### config.mk
export PLATFORM = sky130hd
export DESIGN_NAME = quadrature_decoder
export DESIGN_NICKNAME = d
export VERILOG_FILES = /design/src/inc/qdec_pkg.sv /design/src/inc/filt_if.sv /design/src/verilog/glitch_filter.sv /design/src/verilog/match_detect.sv /design/src/verilog/quadrature_decoder.sv
export SDC_FILE = /design/constraint.sdc
export NUM_CORES = 1
export LEC_CHECK = 0
export ABC_AREA = 1
export ABC_CLOCK_PERIOD_IN_PS = 5500
export BUFFER_PORTS_ARGS = -buffer_cell sky130_fd_sc_hd__buf_2
export CAP_MARGIN = 20
export CORE_MARGIN = 2
export CORE_UTILIZATION = 55
export CTS_BUF_LIST = sky130_fd_sc_hd__clkbuf_8
export DETAILED_ROUTE_END_ITERATION = 16
export GPL_ROUTABILITY_DRIVEN = 0
export MAX_ROUTING_LAYER = met4
export PLACE_DENSITY = 0.83
export SYNTH_ARGS = -nofsm -noshare
export SYNTH_HDL_FRONTEND = slang
export SYNTH_HIERARCHICAL = 1
export SYNTH_SLANG_ARGS = --single-unit
### constraint.sdc
create_clock -name I_CORE_CLK -period 5.5 [get_ports I_CORE_CLK]
set_clock_uncertainty 0.1 [all_clocks]
set_input_delay 0.55 -clock I_CORE_CLK [delete_from_list [all_inputs] [get_ports I_CORE_CLK]]
set_output_delay 0.55 -clock I_CORE_CLK [all_outputs]
set_load 0.03 [all_outputs]
### src/inc/qdec_pkg.sv
// Notes on behaviour
// [RULE1] direction from which phase leads
// [RULE2] index pulse optionally clears position
// [RULE3] position counts up or down
// [RULE4] selectable 2x or 4x resolution
// [RULE5] velocity counted over internal timer period
// [RULE6] interrupt when captured velocity below threshold
// [RULE7] position and velocity are 32 bits
// [RULE8] three position compares with interrupts
// [RULE9] index counter counts revolutions
// [RULE10] index compare match raises interrupt
// [RULE11] combined index plus position match interrupt
// [RULE12] programmable digital filter on each input
// [RULE13] clock and direction input mode
// [RULE14] 4x all edges, 2x phase A only
// [RULE15] filter passes level stable for N cycles
// [RULE16] sticky flags, per-source enable, explicit clear
package qdec_pkg;
  // data widths
  localparam int unsigned CNT_W  = 32; // position, velocity, index count
  localparam int unsigned FILT_W = 16; // filter delay count width
  localparam int unsigned INT_W  = 9;  // number of interrupt sources

  // interrupt status bit positions
  localparam int unsigned INT_IDX   = 0; // index pulse seen
  localparam int unsigned INT_TIM   = 1; // velocity period ended
  localparam int unsigned INT_VELLT = 2; // captured velocity below threshold
  localparam int unsigned INT_DIR   = 3; // direction changed
  localparam int unsigned INT_POS0  = 4; // position compare 0 hit
  localparam int unsigned INT_POS1  = 5; // position compare 1 hit
  localparam int unsigned INT_POS2  = 6; // position compare 2 hit
  localparam int unsigned INT_REV   = 7; // index compare hit
  localparam int unsigned INT_COMB  = 8; // position 0 hit while index count equals its compare

  // reset values
  localparam logic [CNT_W-1:0]  POS_RST  = 32'h0000_0000;
  localparam logic [CNT_W-1:0]  VEL_RST  = 32'h0000_0000;
  localparam logic [CNT_W-1:0]  IDX_RST  = 32'h0000_0000;
  localparam logic [FILT_W-1:0] FCNT_RST = 16'h0000;
  localparam logic [INT_W-1:0]  STAT_RST = 9'h000;
  localparam logic [CNT_W-1:0]  ONE      = 32'h0000_0001;
endpackage

### src/inc/filt_if.sv
`timescale 1ns/1ps
// one encoder line before and after its glitch filter
interface filt_if;
  logic raw_lvl;   // level as it arrives
  logic clean_lvl; // level after the filter has accepted it
  modport filt (input raw_lvl, output clean_lvl);
  modport user (output raw_lvl, input clean_lvl);
endinterface

### src/verilog/glitch_filter.sv
`timescale 1ns/1ps
// holds back a new level until it has stood for the programmed cycles
module glitch_filter (
  input  wire logic                         i_clk,
  input  wire logic                         i_rst_n,
  input  wire logic                         i_ce,
  input  wire logic [qdec_pkg::FILT_W-1:0]  i_dly,
  filt_if.filt                              line
);
  logic                        out_ff;   // accepted level
  logic                        nxt_out;
  logic [qdec_pkg::FILT_W-1:0] cnt_ff;   // cycles the new level has stood
  logic [qdec_pkg::FILT_W-1:0] nxt_cnt;

  // count while the input differs; any bounce back restarts the count
  always_comb begin
    nxt_out = out_ff;
    nxt_cnt = qdec_pkg::FCNT_RST;
    if (line.raw_lvl != out_ff) begin
      if (cnt_ff >= i_dly) begin
        nxt_out = line.raw_lvl; // [RULE15]
      end else begin
        nxt_cnt = cnt_ff + 16'h0001; // [RULE12]
      end
    end
  end

  // registers, frozen while clock enable is low
  always_ff @(posedge i_clk) begin
    if (!i_rst_n) begin
      out_ff <= 1'b0;
      cnt_ff <= qdec_pkg::FCNT_RST;
    end else if (i_ce) begin
      out_ff <= nxt_out;
      cnt_ff <= nxt_cnt;
    end
  end

  assign line.clean_lvl = out_ff;
endmodule

### src/verilog/match_detect.sv
`timescale 1ns/1ps
// equality compare; pulses once when the value first reaches the target
module match_detect (
  input  wire logic                        i_clk,
  input  wire logic                        i_rst_n,
  input  wire logic                        i_ce,
  input  wire logic [qdec_pkg::CNT_W-1:0]  i_val,
  input  wire logic [qdec_pkg::CNT_W-1:0]  i_ref,
  output logic                             o_hit
);
  logic eq_ff;  // value equalled target last cycle
  logic nxt_eq;

  // level compare, edge taken so a parked counter does not re-fire
  always_comb begin
    nxt_eq = (i_val == i_ref);
  end

  always_ff @(posedge i_clk) begin
    if (!i_rst_n) begin
      eq_ff <= 1'b0;
    end else if (i_ce) begin
      eq_ff <= nxt_eq;
    end
  end

  assign o_hit = nxt_eq & ~eq_ff;
endmodule

### src/verilog/quadrature_decoder.sv
`timescale 1ns/1ps
// encoder decoder: position, revolutions, velocity and event flags
module quadrature_decoder (
  input  wire logic                           I_CORE_CLK,
  input  wire logic                           I_RST_N,
  input  wire logic                           I_CE,
  input  wire logic                           I_PHA,
  input  wire logic                           I_PHB,
  input  wire logic                           I_IDX,
  input  wire logic [qdec_pkg::FILT_W-1:0]    I_FILT_DLY,
  input  wire logic                           I_MODE_4X,
  input  wire logic                           I_CLKDIR_MODE,
  input  wire logic                           I_DIR_INV,
  input  wire logic                           I_IDX_CLR_EN,
  input  wire logic                           I_POS_CLR,
  input  wire logic [qdec_pkg::CNT_W-1:0]     I_VEL_PERIOD,
  input  wire logic [qdec_pkg::CNT_W-1:0]     I_VEL_CMP,
  input  wire logic [qdec_pkg::CNT_W-1:0]     I_POS_CMP0,
  input  wire logic [qdec_pkg::CNT_W-1:0]     I_POS_CMP1,
  input  wire logic [qdec_pkg::CNT_W-1:0]     I_POS_CMP2,
  input  wire logic [qdec_pkg::CNT_W-1:0]     I_IDX_CMP,
  input  wire logic [qdec_pkg::INT_W-1:0]     I_INT_EN,
  input  wire logic [qdec_pkg::INT_W-1:0]     I_INT_CLR,
  output logic      [qdec_pkg::CNT_W-1:0]     O_POS,
  output logic      [qdec_pkg::CNT_W-1:0]     O_VEL,
  output logic      [qdec_pkg::CNT_W-1:0]     O_IDX_CNT,
  output logic                                O_DIR,
  output logic      [qdec_pkg::INT_W-1:0]     O_INT_STAT,
  output logic                                O_INT
);
  // filtered copies of the three encoder lines
  filt_if fa ();
  filt_if fb ();
  filt_if fi ();

  assign fa.raw_lvl = I_PHA;
  assign fb.raw_lvl = I_PHB;
  assign fi.raw_lvl = I_IDX;

  // one filter per line, all sharing the programmed delay
  glitch_filter u_filt_a (
    .i_clk   (I_CORE_CLK),
    .i_rst_n (I_RST_N),
    .i_ce    (I_CE),
    .i_dly   (I_FILT_DLY),
    .line    (fa.filt)
  );
  glitch_filter u_filt_b (
    .i_clk   (I_CORE_CLK),
    .i_rst_n (I_RST_N),
    .i_ce    (I_CE),
    .i_dly   (I_FILT_DLY),
    .line    (fb.filt)
  );
  glitch_filter u_filt_i (
    .i_clk   (I_CORE_CLK),
    .i_rst_n (I_RST_N),
    .i_ce    (I_CE),
    .i_dly   (I_FILT_DLY),
    .line    (fi.filt)
  );

  // previous filtered levels for edge detection
  logic a_ff;
  logic b_ff;
  logic i_ff;
  logic nxt_a;
  logic nxt_b;
  logic nxt_i;

  // counting state
  logic [qdec_pkg::CNT_W-1:0] pos_ff;      // signed position
  logic [qdec_pkg::CNT_W-1:0] nxt_pos;
  logic [qdec_pkg::CNT_W-1:0] idx_cnt_ff;  // revolution count
  logic [qdec_pkg::CNT_W-1:0] nxt_idx_cnt;
  logic                       dir_ff;      // 1 = counting up
  logic                       nxt_dir;

  // velocity measurement state
  logic [qdec_pkg::CNT_W-1:0] tim_ff;      // period down-counter
  logic [qdec_pkg::CNT_W-1:0] nxt_tim;
  logic [qdec_pkg::CNT_W-1:0] acc_ff;      // pulses in the running period
  logic [qdec_pkg::CNT_W-1:0] nxt_acc;
  logic [qdec_pkg::CNT_W-1:0] vel_ff;      // last captured velocity
  logic [qdec_pkg::CNT_W-1:0] nxt_vel;

  // event state
  logic [qdec_pkg::INT_W-1:0] stat_ff;     // sticky flags
  logic [qdec_pkg::INT_W-1:0] nxt_stat;
  logic                       int_ff;      // gated interrupt line
  logic                       nxt_int;

  // decode temporaries
  logic                       a_edge;      // phase A changed
  logic                       b_edge;      // phase B changed
  logic                       step;        // one count this cycle
  logic                       up_raw;      // direction before inversion
  logic                       up;          // direction actually used
  logic                       idx_rise;    // index pulse detected
  logic                       tim_end;     // velocity period over
  logic [qdec_pkg::INT_W-1:0] ev;          // events raised this cycle

  // compare hits
  logic hit_p0;
  logic hit_p1;
  logic hit_p2;
  logic hit_rev;

  // edge and direction decode
  always_comb begin
    a_edge   = fa.clean_lvl ^ a_ff;
    b_edge   = fb.clean_lvl ^ b_ff;
    idx_rise = fi.clean_lvl & ~i_ff;
    step     = 1'b0;
    up_raw   = dir_ff ^ I_DIR_INV;
    if (I_CLKDIR_MODE) begin
      // phase A is a count clock, phase B the direction level
      step   = fa.clean_lvl & ~a_ff; // [RULE13]
      up_raw = fb.clean_lvl; // [RULE13]
    end else if (I_MODE_4X) begin
      // both lines counted; a double change is illegal and dropped
      step = a_edge ^ b_edge; // [RULE4] [RULE14]
      if (step) begin
        up_raw = fa.clean_lvl ^ b_ff; // [RULE1]
      end
    end else begin
      // only phase A edges give counts, half the resolution
      step = a_edge & ~b_edge; // [RULE4] [RULE14]
      if (step) begin
        // a rise with B low, or a fall with B high, is phase A leading
        up_raw = fa.clean_lvl ^ fb.clean_lvl; // [RULE1]
      end
    end
    up = up_raw ^ I_DIR_INV;
  end

  // next-state for lines, position, revolutions, direction
  always_comb begin
    nxt_a       = fa.clean_lvl;
    nxt_b       = fb.clean_lvl;
    nxt_i       = fi.clean_lvl;
    nxt_dir     = step ? up : dir_ff;
    nxt_pos     = pos_ff;
    nxt_idx_cnt = idx_cnt_ff;
    if (step) begin
      nxt_pos = up ? pos_ff + qdec_pkg::ONE : pos_ff - qdec_pkg::ONE; // [RULE3] [RULE7]
    end
    // index clear wins over a count in the same cycle
    if (I_POS_CLR || (idx_rise && I_IDX_CLR_EN)) begin
      nxt_pos = qdec_pkg::POS_RST; // [RULE2]
    end
    if (idx_rise) begin
      nxt_idx_cnt = idx_cnt_ff + qdec_pkg::ONE; // [RULE9]
    end
  end

  always_ff @(posedge I_CORE_CLK) begin
    if (!I_RST_N) begin
      a_ff       <= 1'b0;
      b_ff       <= 1'b0;
      i_ff       <= 1'b0;
      dir_ff     <= 1'b1;
      pos_ff     <= qdec_pkg::POS_RST;
      idx_cnt_ff <= qdec_pkg::IDX_RST;
    end else if (I_CE) begin
      a_ff       <= nxt_a;
      b_ff       <= nxt_b;
      i_ff       <= nxt_i;
      dir_ff     <= nxt_dir;
      pos_ff     <= nxt_pos;
      idx_cnt_ff <= nxt_idx_cnt;
    end
  end

  // velocity: count steps until the period timer runs out, then capture
  always_comb begin
    tim_end = (tim_ff == qdec_pkg::VEL_RST);
    nxt_tim = tim_ff - qdec_pkg::ONE;
    nxt_acc = step ? acc_ff + qdec_pkg::ONE : acc_ff; // [RULE5]
    nxt_vel = vel_ff;
    if (tim_end) begin
      // period of zero still gives one cycle per window
      nxt_tim = I_VEL_PERIOD;
      nxt_vel = acc_ff; // [RULE5] [RULE7]
      nxt_acc = step ? qdec_pkg::ONE : qdec_pkg::VEL_RST;
    end
  end

  always_ff @(posedge I_CORE_CLK) begin
    if (!I_RST_N) begin
      tim_ff <= qdec_pkg::VEL_RST;
      acc_ff <= qdec_pkg::VEL_RST;
      vel_ff <= qdec_pkg::VEL_RST;
    end else if (I_CE) begin
      tim_ff <= nxt_tim;
      acc_ff <= nxt_acc;
      vel_ff <= nxt_vel;
    end
  end

  // compares look at the next position so the hit lines up with it
  match_detect u_cmp0 (
    .i_clk   (I_CORE_CLK),
    .i_rst_n (I_RST_N),
    .i_ce    (I_CE),
    .i_val   (nxt_pos),
    .i_ref   (I_POS_CMP0),
    .o_hit   (hit_p0)
  );
  match_detect u_cmp1 (
    .i_clk   (I_CORE_CLK),
    .i_rst_n (I_RST_N),
    .i_ce    (I_CE),
    .i_val   (nxt_pos),
    .i_ref   (I_POS_CMP1),
    .o_hit   (hit_p1)
  );
  match_detect u_cmp2 (
    .i_clk   (I_CORE_CLK),
    .i_rst_n (I_RST_N),
    .i_ce    (I_CE),
    .i_val   (nxt_pos),
    .i_ref   (I_POS_CMP2),
    .o_hit   (hit_p2)
  );
  match_detect u_cmp_rev (
    .i_clk   (I_CORE_CLK),
    .i_rst_n (I_RST_N),
    .i_ce    (I_CE),
    .i_val   (nxt_idx_cnt),
    .i_ref   (I_IDX_CMP),
    .o_hit   (hit_rev)
  );

  // event collection; set beats a clear arriving in the same cycle
  always_comb begin
    ev                          = qdec_pkg::STAT_RST;
    ev[qdec_pkg::INT_IDX]       = idx_rise;
    ev[qdec_pkg::INT_TIM]       = tim_end;
    ev[qdec_pkg::INT_VELLT]     = tim_end && (acc_ff < I_VEL_CMP); // [RULE6]
    ev[qdec_pkg::INT_DIR]       = nxt_dir ^ dir_ff;
    ev[qdec_pkg::INT_POS0]      = hit_p0; // [RULE8]
    ev[qdec_pkg::INT_POS1]      = hit_p1; // [RULE8]
    ev[qdec_pkg::INT_POS2]      = hit_p2; // [RULE8]
    ev[qdec_pkg::INT_REV]       = hit_rev; // [RULE10]
    // whole turns reached and partial turn reached together
    ev[qdec_pkg::INT_COMB]      = hit_p0 && (nxt_idx_cnt == I_IDX_CMP); // [RULE11]
    nxt_stat = (stat_ff & ~I_INT_CLR) | ev; // [RULE16]
    nxt_int  = |(nxt_stat & I_INT_EN); // [RULE16]
  end

  always_ff @(posedge I_CORE_CLK) begin
    if (!I_RST_N) begin
      stat_ff <= qdec_pkg::STAT_RST;
      int_ff  <= 1'b0;
    end else if (I_CE) begin
      stat_ff <= nxt_stat;
      int_ff  <= nxt_int;
    end
  end

  // every output straight from a register
  assign O_POS      = pos_ff;
  assign O_VEL      = vel_ff;
  assign O_IDX_CNT  = idx_cnt_ff;
  assign O_DIR      = dir_ff;
  assign O_INT_STAT = stat_ff;
  assign O_INT      = int_ff;
endmodule
==> run_results.csv <==
group,metric,value,unit
route,drtIter0Drc,1546,
floorplanning,fp.dieH,189.9,um
synth,muxShareOfSynthArea,0,
clock_network,holdBufCountCts,0,
clock_network,clk_pin_slew_worst_paths,0.06,ns
route,drt_first_pass_iters,6,
floorplanning,coreArea,0.03429,sq mm
sta,hold_viol_final,0,
worst_setup_path,crit_fanout,32,
synth,synthFlopType,"dfxtp_1",
synth,synthSimpleGateAreaFrac,0.3337,
synth,ys_async_sr_fraction,0,
synth,synth_warnings,6,
worst_setup_path,arrival,5.34,ns
power_and_ir_drop,power_frac_comb,0.346,
power_and_ir_drop,p_clk_frac,0.311,
worst_setup_path,max_stage_delay,0.32,ns
synth,synth_fp_nets,3449,
place,hpwl,42040,um
final_layout,nFillCells,3269,
clock_network,ctsResizeCount,0,
floorplanning,die_w,189.9,um
sta,worstMarginPinSlew,0.9655,ns
floorplanning,start_util,0.5546,
sta,setup-violations-final,0,
final_layout,synthToLayoutAreaGrowth,15.88,%
sta,hold_slack,0.1566,ns
place,port_buffers,343,
global_routing,grt_first_pass_wirelength,90850,um
worst_setup_path,end_kind,"flop",
clock_network,cts_tree,"yes",
final_layout,drive_gt1_frac,0.1486,
outcome,outcome,"completed",
global_routing,grt_pass1_vias,19000,
route,drc,0,
synth,synth-xor-area-share,0.07829,
sta,finalMaxSlewViolations,0,
floorplanning,rows,68,
power_and_ir_drop,irDropWorstVdd,325.0,uV
route,vias_per_cell,5.315,
final_layout,layout.nets,3767,
floorplanning,dieArea,0.03608,sq mm
route,post_drt_wl_per_cell,14.27,um
power_and_ir_drop,p_int,3.560,mW
synth,yosysSeqAreaShare,0.2411,
synth,synthAdderAreaFrac,0.05856,
clock_network,cts_sinks,229,
power_and_ir_drop,swShare,0.3893,
sta,final.min_clock_period,4.950,ns
sta,grt_setup_unrepaired,"false",
sta,clock.fmax,0.2020,GHz
route,ant_nets,0,
clock_network,clkLatencyLatePin,0.58,ns
worst_setup_path,required,5.89,ns
worst_setup_path,critPathSlowestCell,"dfxtp_1",
clock_network,h-tree-depth,2,
synth,synth.cell_area,0.01902,sq mm
job,cap_viol_max_count,0,
final_layout,stdcell_count,3941,
power_and_ir_drop,p_leak,10.90,nW
synth,synthCells,3123,
worst_setup_path,path_class,"flop to flop",
global_routing,grt_max_degree,100,
worst_setup_path,crit_top_cell,"nand2_1",
floorplanning,io_pins,344,
sta,tns,0,ns
synth,yosysUniqueCellTypes,50,
hold_path,worstHoldPathType,"input pin to flop",
global_routing,grt_remaining_overflow,0,
final_layout,post-route-util,0.6427,
final_layout,layout_commonest_cell,"nand2_1",
synth,synth_top_family_by_area,"simple AND/OR/NAND/NOR gates",
synth,synth_edf_count,0,
power_and_ir_drop,p_seq_frac,0.342,
clock_network,cts_root_buffer,"clkbuf_8",
synth,ys_ff_latch,229,
clock_network,post-cts-setup-buffers,0,
power_and_ir_drop,power_density,264.5,mW/mm^2
global_routing,antenna_found_initial,13,
clock_network,cts_buffer_depth,3,
sta,slew_headroom,0.3563,
worst_setup_path,start_kind,"flop",
route,dr_total_vias,20950,
sta,finalCritPeriodShare,0.9000,
synth,synth_compound_area_frac,0.1688,
route,routed_wirelength,56220,um
final_layout,mostFrequentLayoutCells,"nand2_1 (794), inv_1 (508), buf_2 (342)",
place,placedCellCount,3851,
synth,syn_area_per_cell,6.089,sq um
global_routing,grtUsageTotal,0.3124,
clock_network,cts_buffers,43,
power_and_ir_drop,p_sw,2.269,mW
power groups by stage:
| stage | sequential [mW] | clock [mW] | combinational, mW |
|---|---|---|---|
| finish | 1.99 | 1.82 | 2.02 |
| global route | 2.02 | 1.92 | 2.25 |
| CTS | 1.99 | 1.84 | 2.00 |
| detailed placement | 2.02 | 0 | 1.99 |
| global placement | 2.02 | 0 | 1.96 |
| floorplan | 2.23 | 0 | 1.24 |
stage by stage:
stage	setup WS [ns]	power, mW	area [sq um]
after floorplan	1.468	3.468	19020
after global placement	0.6952	3.982	21060
after detailed placement	0.5604	4.015	21060
after CTS	0.5203	5.832	21990
after global routing	0.02409	6.191	22040
final	0.5497	5.829	22040
synthesized netlist by cell type, types with 16 or more instances:
master,n,area (sq um)
a211oi_1,18,135.1
a21oi_1,266,1331
clkbuf_1,60,225.2
dfxtp_1,229,4584
ha_1,89,1114
inv_1,497,1866
nand2_1,794,2980
nand2_2,19,118.9
nand3_1,139,695.7
nand4_1,84,525.5
nor2_1,314,1179
nor2_2,17,106.4
nor3_1,39,195.2
o211ai_1,16,120.1
o21ai_0,198,991.0
o41ai_1,25,219.0
xnor2_1,114,998.5
xor2_1,56,490.5
final timing paths:
| check | start | end | slack [ns] | cells after the start |
|---|---|---|---|---|
| worst min register to register | i_ff | i_ff | 0.37 | 2 |
| worst max-delay path | a_ff | O_INT | 0.55 | 36 |
| worst min-delay path | I_INT_EN[8] | O_INT | 0.16 | 3 |
| worst max register to register | a_ff | O_INT | 0.55 | 36 |
kinds of logic (layout without fill, tap and decap cells):
| family | count (synthesis) | after routing |
|---|---|---|
| AO/OA/AOI/OAI | 575 | 575 |
| XOR/XNOR | 170 | 170 |
| adder cells (fa/ha/maj) | 89 | 89 |
| buffers and inverters | 592 | 942 |
| flip-flops | 229 | 229 |
| other | 0 | 13 |
| AND/OR/NAND/NOR | 1468 | 1468 |
state kept, by name, indices dropped and copies added (netlist names), 9 cells and up:
signal and count:
O_IDX_CNT 32, O_POS 32, O_VEL 32, acc_ff 32
tim_ff 32, u_filt_a/cnt_ff 16, u_filt_b/cnt_ff 16, u_filt_i/cnt_ff 16
O_INT_STAT 9
final cells by class:
type	count	area, sq um	share of cell area
inverters	507	1903	0.08636
diodes	13	32.53	0.001476
multi-input cells	2302	12170	0.5525
clock inverters	23	190.2	0.008630
well taps	455	569.3	0.02583
clock buffers	54	743.2	0.03373
flip-flops and latches	229	4584	0.2080
repair buffers	358	1839	0.08347
worst max-delay path: cells and delay by family (launching register included):
| family | cells | cell delay [ns] |
|---|---|---|
| xor+xnor | 1 | 0.17 |
| flops | 1 | 0.32 |
| buf+inv | 5 | 0.54 |
| simple gates | 21 | 2.35 |
| compound gates | 7 | 0.84 |
| fa+ha+maj | 2 | 0.55 |
routing by layer:
metal | track usage | share of wire
met5 | - | 0
met4 | 0.1318 | 0.038
met3 | 0.05682 | 0.077
met2 | 0.4965 | 0.45
met1 | 0.3901 | 0.43
Power figures use the tool's default switching activity.
